--- src/design/ppm_params.svh ---
// register indices, subregister codes and reset values for the port control block
`ifndef PPM_PARAMS_SVH
`define PPM_PARAMS_SVH

`define PPM_RSEL_ADDR    2'h0
`define PPM_RSEL_CTRL    2'h1
`define PPM_RSEL_IN      2'h2
`define PPM_RSEL_OUT     2'h3

`define PPM_SUB_DIR      8'h01
`define PPM_SUB_AFEN     8'h02
`define PPM_SUB_FSL      8'h07
`define PPM_SUB_FSH      8'h08

`define PPM_ADDR_RST     8'h00
`define PPM_DIR_RST      8'hFF
`define PPM_AFEN_RST     8'h00
`define PPM_FSL_RST      8'h00
`define PPM_FSH_RST      8'h00
`define PPM_OUT_RST      8'h00
`define PPM_IN_RST       8'h00

`define PPM_NUM_PORTS    3
`define PPM_PORT_A       2'h0
`define PPM_PORT_B       2'h1
`define PPM_PORT_C       2'h2

`endif

--- src/design/ppm_pkg.sv ---
// types shared by the port control block
package ppm_pkg;
    typedef logic [1:0] ppm_rsel_t;
    typedef logic [1:0] ppm_port_t;
    typedef logic [7:0] ppm_byte_t;
    // code is {function_select_low, function_select_high}
    typedef enum logic [1:0] {
        PPM_FN_00 = 2'h0,
        PPM_FN_01 = 2'h1,
        PPM_FN_10 = 2'h2,
        PPM_FN_11 = 2'h3
    } ppm_fn_e;
endpackage

--- src/design/ppm_port_mux.sv ---
// ports A to C: register access, pin direction and port A alternate function routing
// What this block does
// - Writing 01H to a port's address register makes its control register reach the pin direction subregister.
// - Writing 02H to a port's address register makes its control register reach the alternate function enable subregister.
// - A pin whose direction bit is 0 drives the matching output data bit.
// - A pin whose direction bit is 1 has its driver off and its sampled level stored in the input data register.
// - An enabled alternate function controls the pin whatever its direction bit says.
// - With the enable bit clear a pin is plain GPIO, with it set on pins A0 to A5 the two select bits pick the function.
// - Pin A0 gives timer 0 input or timer 0 complement on both 00 and 11, the timer mode picking; pin A1 gives timer 0 output, clock in, analog.
// - Pin A2 gives driver enable on 00, external reset on 01 and timer 1 output on 10.
// - Pin A3 gives clear to send on 00, comparator out on 01, timer 1 input on 10 and analog on 11.
// - Pin A4 gives receive data on 00 and analog on 11; pin A5 gives transmit, timer 1 complement, analog.
// - Analog selection acts only while the pin's enable bit is set.
// - A pin with timer input and complement output uses one setting and the timer mode picks the function.
`timescale 1ns/1ps
`default_nettype none
`include "ppm_params.svh"

module ppm_port_mux
    import ppm_pkg::*;
#(
    parameter int WIDTH = 8
) (
    input  wire logic             i_clk,
    input  wire logic             i_rst_n,
    input  wire ppm_port_t        i_port,
    input  wire ppm_rsel_t        i_rsel,
    input  wire logic             i_wr,
    input  wire logic             i_rd,
    input  wire logic [7:0]       i_wdata,
    output logic      [7:0]       o_rdata,
    input  wire logic [WIDTH-1:0] i_pa_in,
    input  wire logic [WIDTH-1:0] i_pb_in,
    input  wire logic [WIDTH-1:0] i_pc_in,
    output logic      [WIDTH-1:0] o_pa_out,
    output logic      [WIDTH-1:0] o_pa_oe,
    output logic      [WIDTH-1:0] o_pb_out,
    output logic      [WIDTH-1:0] o_pb_oe,
    output logic      [WIDTH-1:0] o_pc_out,
    output logic      [WIDTH-1:0] o_pc_oe,
    input  wire logic             i_timer0_output,
    input  wire logic             i_timer0_comp_output,
    input  wire logic             i_timer0_comp_mode,
    input  wire logic             i_timer1_output,
    input  wire logic             i_timer1_comp_output,
    input  wire logic             i_line_driver_enable_out,
    input  wire logic             i_serial_transmit_out,
    input  wire logic             i_comparator_output,
    output logic                  o_timer0_input,
    output logic                  o_timer1_input,
    output logic                  o_external_clock_input,
    output logic                  o_ext_reset_n,
    output logic                  o_clear_to_send_in,
    output logic                  o_serial_receive_in,
    output logic      [WIDTH-1:0] o_analog_en
);

    localparam int NP = `PPM_NUM_PORTS;

    logic [WIDTH-1:0] pin_meta [NP];
    logic [WIDTH-1:0] pin_sync [NP];
    logic [WIDTH-1:0] pin_raw  [NP];
    logic [7:0]       addr     [NP];
    logic [WIDTH-1:0] dir      [NP];
    logic [WIDTH-1:0] afen     [NP];
    logic [WIDTH-1:0] fsl      [NP];
    logic [WIDTH-1:0] fsh      [NP];
    logic [WIDTH-1:0] odata    [NP];
    logic [WIDTH-1:0] idata    [NP];
    logic [WIDTH-1:0] out_next [NP];
    logic [WIDTH-1:0] oe_next  [NP];
    logic [WIDTH-1:0] ana_next;
    logic             t0_in_next;
    logic             t1_in_next;
    logic             clk_in_next;
    logic             rst_n_next;
    logic             cts_next;
    logic             rxd_next;
    logic [7:0]       rdata_next;

    assign pin_raw[0] = i_pa_in;
    assign pin_raw[1] = i_pb_in;
    assign pin_raw[2] = i_pc_in;

    ////////////////////////////////////////////////////////////////////////////
    // pins are asynchronous to i_clk: two stages before anything reads them
    always_ff @(posedge i_clk) begin
        if (!i_rst_n) begin
            for (int p = 0; p < NP; p++) begin
                pin_meta[p] <= '0;
                pin_sync[p] <= '0;
            end
        end else begin
            for (int p = 0; p < NP; p++) begin
                pin_meta[p] <= pin_raw[p];
                pin_sync[p] <= pin_meta[p];
            end
        end
    end

    ////////////////////////////////////////////////////////////////////////////
    for (genvar p = 0; p < NP; p++) begin : g_port
        ppm_port_regs #(
            .WIDTH (WIDTH)
        ) u_regs (
            .i_clk      (i_clk),
            .i_rst_n    (i_rst_n),
            .i_wr       (i_wr && i_port == ppm_port_t'(p)),
            .i_rsel     (i_rsel),
            .i_wdata    (i_wdata),
            .i_pin_sync (pin_sync[p]),
            .o_addr     (addr[p]),
            .o_dir      (dir[p]),
            .o_afen     (afen[p]),
            .o_fsl      (fsl[p]),
            .o_fsh      (fsh[p]),
            .o_out_data (odata[p]),
            .o_in_data  (idata[p])
        );
    end

    ////////////////////////////////////////////////////////////////////////////
    // read data held until the next read
    always_comb begin
        rdata_next = o_rdata;
        if (i_rd) begin
            rdata_next = 8'h00;
            for (int p = 0; p < NP; p++) begin
                if (i_port == ppm_port_t'(p)) begin
                    case (i_rsel)
                        `PPM_RSEL_ADDR: rdata_next = addr[p];
                        `PPM_RSEL_IN:   rdata_next = 8'(idata[p]);
                        `PPM_RSEL_OUT:  rdata_next = 8'(odata[p]);
                        default: begin
                            case (addr[p])
                                `PPM_SUB_DIR:  rdata_next = 8'(dir[p]);
                                `PPM_SUB_AFEN: rdata_next = 8'(afen[p]);
                                `PPM_SUB_FSL:  rdata_next = 8'(fsl[p]);
                                `PPM_SUB_FSH:  rdata_next = 8'(fsh[p]);
                                default:       rdata_next = 8'h00;
                            endcase
                        end
                    endcase
                end
            end
        end
    end

    ////////////////////////////////////////////////////////////////////////////
    // pin drive: GPIO everywhere, then port A alternate functions override
    always_comb begin
        ppm_fn_e fn;
        fn = PPM_FN_00;
        for (int p = 0; p < NP; p++) begin
            out_next[p] = odata[p];
            oe_next[p]  = ~dir[p];
        end
        ana_next    = '0;
        t0_in_next  = 1'b0;
        t1_in_next  = 1'b0;
        clk_in_next = 1'b0;
        rst_n_next  = 1'b1;
        cts_next    = 1'b0;
        rxd_next    = 1'b1;
        // pins 6 and up have no mapped function here and stay GPIO
        for (int b = 0; b < 6 && b < WIDTH; b++) begin
            if (afen[0][b]) begin
                fn = ppm_fn_e'({fsl[0][b], fsh[0][b]});
                // default for an enabled pin: driver off (inputs, analog, reserved codes)
                oe_next[0][b]  = 1'b0;
                out_next[0][b] = 1'b0;
                case (b)
                    0: begin
                        // one setting serves both, timer mode decides
                        if (fn == PPM_FN_00 || fn == PPM_FN_11) begin
                            if (i_timer0_comp_mode) begin
                                oe_next[0][b]  = 1'b1;
                                out_next[0][b] = i_timer0_comp_output;
                            end else begin
                                t0_in_next = pin_sync[0][b];
                            end
                        end
                    end
                    1: begin
                        case (fn)
                            PPM_FN_00: begin
                                oe_next[0][b]  = 1'b1;
                                out_next[0][b] = i_timer0_output;
                            end
                            PPM_FN_10: clk_in_next = pin_sync[0][b];
                            PPM_FN_11: ana_next[b] = 1'b1;
                            default: ;
                        endcase
                    end
                    2: begin
                        case (fn)
                            PPM_FN_00: begin
                                oe_next[0][b]  = 1'b1;
                                out_next[0][b] = i_line_driver_enable_out;
                            end
                            PPM_FN_01: rst_n_next = pin_sync[0][b];
                            PPM_FN_10: begin
                                oe_next[0][b]  = 1'b1;
                                out_next[0][b] = i_timer1_output;
                            end
                            default: ;
                        endcase
                    end
                    3: begin
                        case (fn)
                            PPM_FN_00: cts_next = pin_sync[0][b];
                            PPM_FN_01: begin
                                oe_next[0][b]  = 1'b1;
                                out_next[0][b] = i_comparator_output;
                            end
                            PPM_FN_10: t1_in_next = pin_sync[0][b];
                            PPM_FN_11: ana_next[b] = 1'b1;
                            default: ;
                        endcase
                    end
                    4: begin
                        case (fn)
                            PPM_FN_00: rxd_next = pin_sync[0][b];
                            PPM_FN_11: ana_next[b] = 1'b1;
                            default: ;
                        endcase
                    end
                    default: begin
                        case (fn)
                            PPM_FN_00: begin
                                oe_next[0][b]  = 1'b1;
                                out_next[0][b] = i_serial_transmit_out;
                            end
                            PPM_FN_01: begin
                                oe_next[0][b]  = 1'b1;
                                out_next[0][b] = i_timer1_comp_output;
                            end
                            PPM_FN_11: ana_next[b] = 1'b1;
                            default: ;
                        endcase
                    end
                endcase
            end
        end
    end

    ////////////////////////////////////////////////////////////////////////////
    always_ff @(posedge i_clk) begin
        if (!i_rst_n) begin
            o_rdata                <= 8'h00;
            o_pa_out               <= '0;
            o_pa_oe                <= '0;
            o_pb_out               <= '0;
            o_pb_oe                <= '0;
            o_pc_out               <= '0;
            o_pc_oe                <= '0;
            o_analog_en            <= '0;
            o_timer0_input         <= 1'b0;
            o_timer1_input         <= 1'b0;
            o_external_clock_input <= 1'b0;
            o_ext_reset_n          <= 1'b1;
            o_clear_to_send_in     <= 1'b0;
            o_serial_receive_in    <= 1'b1;
        end else begin
            o_rdata                <= rdata_next;
            o_pa_out               <= out_next[0];
            o_pa_oe                <= oe_next[0];
            o_pb_out               <= out_next[1];
            o_pb_oe                <= oe_next[1];
            o_pc_out               <= out_next[2];
            o_pc_oe                <= oe_next[2];
            o_analog_en            <= ana_next;
            o_timer0_input         <= t0_in_next;
            o_timer1_input         <= t1_in_next;
            o_external_clock_input <= clk_in_next;
            o_ext_reset_n          <= rst_n_next;
            o_clear_to_send_in     <= cts_next;
            o_serial_receive_in    <= rxd_next;
        end
    end

endmodule
`default_nettype wire

--- src/design/ppm_port_regs.sv ---
// one port's address, direction, alternate function, output and input data registers
`timescale 1ns/1ps
`default_nettype none
`include "ppm_params.svh"

module ppm_port_regs
    import ppm_pkg::*;
#(
    parameter int WIDTH = 8
) (
    input  wire logic             i_clk,
    input  wire logic             i_rst_n,
    input  wire logic             i_wr,
    input  wire ppm_rsel_t        i_rsel,
    input  wire logic [7:0]       i_wdata,
    input  wire logic [WIDTH-1:0] i_pin_sync,
    output logic      [7:0]       o_addr,
    output logic      [WIDTH-1:0] o_dir,
    output logic      [WIDTH-1:0] o_afen,
    output logic      [WIDTH-1:0] o_fsl,
    output logic      [WIDTH-1:0] o_fsh,
    output logic      [WIDTH-1:0] o_out_data,
    output logic      [WIDTH-1:0] o_in_data
);

    logic [7:0]       addr_next;
    logic [WIDTH-1:0] dir_next;
    logic [WIDTH-1:0] afen_next;
    logic [WIDTH-1:0] fsl_next;
    logic [WIDTH-1:0] fsh_next;
    logic [WIDTH-1:0] out_next;
    logic [WIDTH-1:0] in_next;

    ////////////////////////////////////////////////////////////////////////////
    always_comb begin
        addr_next = o_addr;
        dir_next  = o_dir;
        afen_next = o_afen;
        fsl_next  = o_fsl;
        fsh_next  = o_fsh;
        out_next  = o_out_data;
        if (i_wr && i_rsel == `PPM_RSEL_ADDR) begin
            addr_next = i_wdata;
        end
        if (i_wr && i_rsel == `PPM_RSEL_OUT) begin
            out_next = i_wdata[WIDTH-1:0];
        end
        if (i_wr && i_rsel == `PPM_RSEL_CTRL) begin
            case (o_addr)
                `PPM_SUB_DIR:  dir_next  = i_wdata[WIDTH-1:0];
                `PPM_SUB_AFEN: afen_next = i_wdata[WIDTH-1:0];
                `PPM_SUB_FSL:  fsl_next  = i_wdata[WIDTH-1:0];
                `PPM_SUB_FSH:  fsh_next  = i_wdata[WIDTH-1:0];
                default: ;
            endcase
        end
        // only pins set as inputs refresh their bit
        in_next = (i_pin_sync & o_dir) | (o_in_data & ~o_dir);
    end

    always_ff @(posedge i_clk) begin
        if (!i_rst_n) begin
            o_addr     <= `PPM_ADDR_RST;
            o_dir      <= WIDTH'(`PPM_DIR_RST);
            o_afen     <= WIDTH'(`PPM_AFEN_RST);
            o_fsl      <= WIDTH'(`PPM_FSL_RST);
            o_fsh      <= WIDTH'(`PPM_FSH_RST);
            o_out_data <= WIDTH'(`PPM_OUT_RST);
            o_in_data  <= WIDTH'(`PPM_IN_RST);
        end else begin
            o_addr     <= addr_next;
            o_dir      <= dir_next;
            o_afen     <= afen_next;
            o_fsl      <= fsl_next;
            o_fsh      <= fsh_next;
            o_out_data <= out_next;
            o_in_data  <= in_next;
        end
    end

endmodule
`default_nettype wire
--- config.mk ---
export PLATFORM = sky130hd
export DESIGN_NAME = ppm_port_mux
export DESIGN_NICKNAME = d
export VERILOG_FILES = /design/src/design/ppm_pkg.sv /design/src/design/ppm_port_mux.sv /design/src/design/ppm_port_regs.sv
export VERILOG_INCLUDE_DIRS = /design/src /design/src/design
export SDC_FILE = /design/constraint.sdc
export NUM_CORES = 1
export LEC_CHECK = 0
export ABC_CLOCK_PERIOD_IN_PS = 3500
export BUFFER_PORTS_ARGS = -buffer_cell sky130_fd_sc_hd__buf_2
export CAP_MARGIN = 20
export CELL_PAD_IN_SITES_DETAIL_PLACEMENT = 1
export CELL_PAD_IN_SITES_GLOBAL_PLACEMENT = 1
export CORE_UTILIZATION = 31
export DETAILED_ROUTE_END_ITERATION = 8
export GPL_ROUTABILITY_DRIVEN = 0
export GPL_TIMING_DRIVEN = 1
export PLACE_DENSITY_LB_ADDON = 0.1
export RECOVER_POWER = 100
export SETUP_SLACK_MARGIN = 0.5
export SLEW_MARGIN = 25
export SYNTH_ARGS = -nofsm -noshare
export SYNTH_HDL_FRONTEND = slang
export SYNTH_SLANG_ARGS = --single-unit
export TNS_END_PERCENT = 100
--- constraint.sdc ---
create_clock -name i_clk -period 3.5 [get_ports i_clk]
set_input_delay 0.35 -clock i_clk [delete_from_list [all_inputs] [get_ports i_clk]]
set_output_delay 0.35 -clock i_clk [all_outputs]
set_load 0.02 [all_outputs]
# After elaboration in Yosys (flattened, before gate mapping)
# Memory sizes are Yosys's and may differ from the RTL's.
# Index checks and enable logic that the tools add are counted.
dict set report classes {
  n_mux 43
  bitwise 21
  eq_ne 28
  n_reduce_logical 46
}
# cell n
set ops {}
lappend ops {{8-bit case mux with 4 select lines} 3}
lappend ops {{8-bit 2-to-1 mux} 9}
lappend ops {{8-bit case mux with 3 select lines} 3}
lappend ops {{8-bit bitwise AND} 6}
lappend ops {{2-bit AND reduction} 16}
lappend ops {{1-bit 2-to-1 mux} 26}
lappend ops {{8-bit by 1-bit equality test with 1-bit output, second input constant} 3}
lappend ops {{8-bit by 2-bit equality test with 1-bit output, second input constant} 3}
lappend ops {{8-bit by 3-bit equality test with 1-bit output, second input constant} 3}
lappend ops {{8-bit by 4-bit equality test with 1-bit output, second input constant} 3}
lappend ops {{8-bit inverter} 3}
lappend ops {{8-bit bitwise OR} 3}
lappend ops {{2-bit equality test, second input constant} 11}
lappend ops {{2-bit logical NOT} 8}
lappend ops {{3-bit AND reduction} 5}
lappend ops {{1-bit logical AND} 12}
lappend ops {{2-bit by 1-bit equality test with 1-bit output, second input constant} 5}
lappend ops {{1-bit bitwise OR} 6}
lappend ops {{2-bit OR reduction} 3}
lappend ops {{1-bit case mux with 2 select lines} 2}
lappend ops {{4-bit OR reduction} 1}
lappend ops {{1-bit inverter} 3}
lappend ops {{1-bit logical OR} 1}
dict set report totals {
  wordCells 181
  reg_bits 238
  inputBits 48
  memories 2
  mem_bits_rw 48
}
# memory words word_bits read_ports rd_clocked_by_memory_dff write_ports line
set memory_table {}
lappend memory_table {pin_meta 3 8 3 0 3 ppm_port_mux.sv:60} ;# logic [WIDTH-1:0] pin_meta [NP];
lappend memory_table {pin_sync 3 8 3 0 3 ppm_port_mux.sv:61} ;# logic [WIDTH-1:0] pin_sync [NP];

# Longest topological paths before layout
dict set report logic_depth {
  depth_word 6
  mapped_depth 7
  depth_no_buf 5
}

# Modules after synthesis
# Synthesis repeated with hierarchy kept, for this count alone.
dict set report hier_totals {
  hier_cells 1177
  hier_area_um2 11872.6
}
# module seq_area_each_um2 instances area_each_um2 cells_per_inst
set modules_own_cells {}
lappend modules_own_cells {ppm_port_regs 1121.1 3 2220.9 207}
lappend modules_own_cells {ppm_port_mux 2282.2 1 5210.0 556}

# Worst setup path after synthesis
# No wires, ideal clock.
dict set report synth_path {
  path_kind {flip-flop to flip-flop}
  start {register g_port[0].u_regs.o_addr[4]}
  end {register g_port[0].u_regs.o_afen[0]}
  synth_period_minus_slack_ps 1928
  path_buffers 1
  arrival_time_ps 1812
  stages_incl_launch_ff 7
  path_slack_ps 1572
  setup_time_ps 116
  cell_sequence {dfxtp_1 > or4_4 > or3_4 > nor3b_2 > buf_6 > mux2i_1 > nor2b_1}
}
dict set report synth_between {
  elab_chain_len 2
}
# element line
set synth_rtl {}
lappend synth_rtl {{from (decl)} ppm_port_regs.sv:17} ;# output logic [7:0] o_addr,
lappend synth_rtl {{from (signal assigned)} ppm_port_regs.sv:63} ;# o_addr <= `PPM_ADDR_RST;
lappend synth_rtl {{from (signal assigned)} ppm_port_regs.sv:71} ;# o_addr <= addr_next;
lappend synth_rtl {{8-bit by 2-bit equality test with 1-bit output} ppm_port_regs.sv:49} ;# case (o_addr)
lappend synth_rtl {{2-bit AND reduction (no line)} -}
lappend synth_rtl {{to (signal assigned)} ppm_port_regs.sv:65} ;# o_afen <= WIDTH'(`PPM_AFEN_RST);
lappend synth_rtl {{to (signal assigned)} ppm_port_regs.sv:73} ;# o_afen <= afen_next;
lappend synth_rtl {{to (decl)} ppm_port_regs.sv:19} ;# output logic [WIDTH-1:0] o_afen,
# Every way passes these cells.
# A chain may end at the register's enable or synchronous reset.

# Worst setup path after layout
dict set report layout_path {
  start {register g_port[0].u_regs.o_addr[4]}
  end {register g_port[0].u_regs.o_dir[7]}
}
dict set report layout_between {
  elab_chain_len 2
}
# element line
set layout_rtl {}
lappend layout_rtl {{8-bit by 1-bit equality test with 1-bit output} ppm_port_regs.sv:49}
lappend layout_rtl {{2-bit AND reduction (no line)} -}
lappend layout_rtl {{to (signal assigned)} ppm_port_regs.sv:64} ;# o_dir <= WIDTH'(`PPM_DIR_RST);
lappend layout_rtl {{to (signal assigned)} ppm_port_regs.sv:72} ;# o_dir <= dir_next;
lappend layout_rtl {{to (decl)} ppm_port_regs.sv:18} ;# output logic [WIDTH-1:0] o_dir,
# Every way passes these cells.

==> run summary <==
Status - finished, violations left
Violated checks - max-capacitance violations, max-slew violations
Drt pass-1 iters - 5
# Post-CTS Setup Buffers - 0
H-tree Lvls - 2
Routed WL per cell - 20.9 um
Sequential standard cell area - 5650 sq um
Synthesized instance count - 1156
Worst path slowest cell - or4_1
Global-route usage over all layers - 19.3%
Cell area after synthesis - 11400 sq um
Final Power - 7.17 mW
Gr ovfl total - 0
Multi-input gate area - 5310 sq um
Total core area - 35900 sq um
Final min period - 2.73 ns
Top cell family by delay on the critical path - simple AND/OR/NAND/NOR gates
PostCTS Resize Cnt - 0
Largest family of logic cells by synthesized area - simple AND/OR/NAND/NOR gates
Final Hold Viols - 0
Startpoint Class - register
Starting density of the core - 31.8%
Slew Limit Fails - 140
Top_reg_cell synth - dfxtp_1
Max_cap viols - 3
Clock root cell - clkbuf_16
Part of the Yosys area used for sequential elements - 49.4%
Placed instance area - 12300 sq um
Initial antenna violation count - 0
Hold Buf Count CTS - 0
Post-DP HPWL - 24300 um
Post-synthesis register bit count - 282
# nets final - 1285
Die area - 37600 sq um
Min-Delay Path Class - primary input to register
PD cells - 541 nW/um^2
Row count - 69
Antenna viol nets, final - 0
Critical path endpoint category - register
Buf/Inv on CP - 1
LEAKAGE - 4.92 nW
Final Instance Area - 13300 sq um
Crit path kind - register to register
Critical Path RT - 3.82 ns
Worst hold slack - 0.0450 ns
Vias in the first global route - 8708
Critical path fanouts, max - 9
1st-iter DRT viols - 444
Port Buffers - 113
# fillers - 4111
DR vias/cell - 4.98
Fraction of layout cells with a size suffix above 1 - 10.5%
First-pass GRT wire length - 55500 um
IO Pins - 118
Clk Latency, worst-skew pair - 0.51 ns
Asr flop ratio synth - 0%
Mux contribution to synthesized area - 12.4%
Area Overhead vs Synth - 16.0%
Synth Area in Compound Gates - 10.9%
Clock skew - 0.0133 ns
Synth Area in XOR/XNOR - 0.0767%
Period utilization - 78.0%
Via count - 8573
CP cell instances - or4_1, nor4_1, clkbuf_1, nand2b_1, mux2i_1, nand2_1
Count of final setup violators - 0
Final TNS setup - 0 ns
Horiz. Die Dim - 194 um
Syn avg cell area - 9.88 sq um
Clock Path Buffers - 3
CTS tree - yes
Largest net degree at the start of global routing - 86
Fmax - 0.366 GHz
Worst EP arrival - 3.05 ns
CTS Buf Count - 35
Worst-Margin Slew - 2.27 ns
RSZ-0062 raised after global routing - false
Die Height - 194 um
Clock sinks - 282
Adder-cell area share of the yosys netlist - 0%
Final wirelength - 36000 um
Library cells used by synthesis - 60
Number of synthesized flops with an enable pin - 0
Synth Area in Simple Gates - 23.6%
CTS clk-pin slew, worst paths - 0.06 ns
DRC viols - 0
Delay of the slowest critical-path stage - 0.64 ns
Yosys warning count - 0
Worst VDD drop - 0.000298 V
Slew HR - -51.6%
[power by group]
group          switching, mW  internal, mW
combinational          0.234         0.125
sequential            0.0364          3.26
clock                   1.39          2.12
[worst reg2reg max path: cells and delay by family (launching register included)]
family | cells | cell delay [ns]
simple gates | 4 | 1.48
buf+inv | 1 | 0.45
flops | 1 | 0.31
mux | 1 | 0.29
[worst paths after layout]
check                                               start                                endpoint  slack, ns  depth (start not counted)
setup / recovery  g_port[0].u_regs.o_addr[4]$_SDFFE_PN0P_  g_port[0].u_regs.o_dir[7]$_SDFFE_PN1P_       0.77                          6
hold / removal                                 i_pa_in[2]               pin_meta[0][2]$_SDFF_PN0_       0.05                          2
setup reg to reg  g_port[0].u_regs.o_addr[4]$_SDFFE_PN0P_  g_port[0].u_regs.o_dir[7]$_SDFFE_PN1P_       0.77                          6
hold reg to reg                pin_meta[0][14]$_SDFF_PN0_              pin_sync[0][14]$_SDFF_PN0_       0.43                          1
[cell type report]
class / instances / share of cell area [%]
clock inverter: 8 / 0.529
sequential: 282 / 42.6
timing repair buffer: 132 / 4.52
clock buffer: 51 / 7.84
antenna: 1 / 0.0189
tap: 461 / 4.35
inverter: 3 / 0.0850
multi-input combinational: 783 / 40.1
[metrics by stage]
stage          std cells  setup WS (ns)  utilization, %
2_1_floorplan       1159           1.57               -
3_3_place_gp        1661           1.08            34.3
3_5_place_dp        1661           1.04            34.3
4_1_cts             1720           1.17            37.4
5_1_grt             1720          0.594            36.9
6_report            1721          0.768            36.9
[registers in the layout (all words and copies together) (netlist names), 24 cells and up, named ones only]
register                  flops
g_port.u_regs.o_addr         24
g_port.u_regs.o_dir          24
g_port.u_regs.o_afen         24
pin_sync                     24
g_port.u_regs.o_fsl          24
g_port.u_regs.o_out_data     24
g_port.u_regs.o_fsh          24
pin_meta                     24
[per-layer routing]
metal	share of wire (%)	routed length, um	global-route usage, %
met5	0	0	0
met4	2.1	740	5.00
met3	3.9	1420	2.73
met2	43	15700	29.3
met1	51	18200	28.3
[layout by cell type (no fill, tap or decap), drive strengths merged, types with 3 or more instances in the layout]
master,Yosys,final
and2,69,69
a211o,9,9
a22oi,12,12
o221ai,15,15
or4,4,4
nor4,8,8
nand2b,7,7
a22o,13,13
buf,25,57
a21boi,44,44
o2111ai,3,3
mux2,15,15
a21oi,14,14
nor2b,147,147
conb,1,4
a221oi,10,10
nor2,33,33
a221o,7,7
o211ai,6,6
o21ai,14,14
inv,3,3
mux2i,125,125
clkbuf,66,126
nor3,7,7
a31oi,7,7
nor3b,6,6
nand2,118,118
dfxtp,282,282
clkinv,0,5
a211oi,9,9
or3,3,3
nand3,54,54
nand3b,5,5
[synthesized netlist by cell type, types with 4 or more instances]
cell | n | area, sq um
dfxtp_1 | 282 | 5650
a31oi_1 | 7 | 43.8
o221ai_1 | 15 | 131
a21boi_0 | 4 | 30.0
clkbuf_1 | 66 | 248
o21ai_0 | 9 | 45.0
a22o_1 | 13 | 114
nand3b_1 | 5 | 37.5
buf_1 | 4 | 15.0
a211o_1 | 9 | 78.8
o21ai_1 | 5 | 25.0
nand2_1 | 118 | 443
a21oi_1 | 14 | 70.1
a211oi_1 | 9 | 67.6
and2_1 | 68 | 425
nand2b_1 | 7 | 43.8
nor2_1 | 30 | 113
buf_2 | 13 | 65.1
buf_4 | 6 | 45.0
nor3_2 | 4 | 40.0
nand3_1 | 50 | 250
a221oi_1 | 10 | 87.6
nand3_2 | 4 | 40.0
mux2i_1 | 125 | 1250
nor4_1 | 5 | 31.3
a22oi_1 | 12 | 90.1
a21boi_1 | 40 | 300
a221o_1 | 7 | 70.1
o211ai_1 | 6 | 45.0
mux2_2 | 14 | 158
nor2b_1 | 147 | 920
[cell families (layout without fill, tap and decap cells)]
logic type      count (synthesis)  in the layout
flops                         282            282
simple gates                  473            473
other cells                     1              5
xor+xnor                        1              1
buf+inv                        94            194
compound gates                165            165
mux                           140            140
Note: power is estimated with default switching activity, not from simulation.
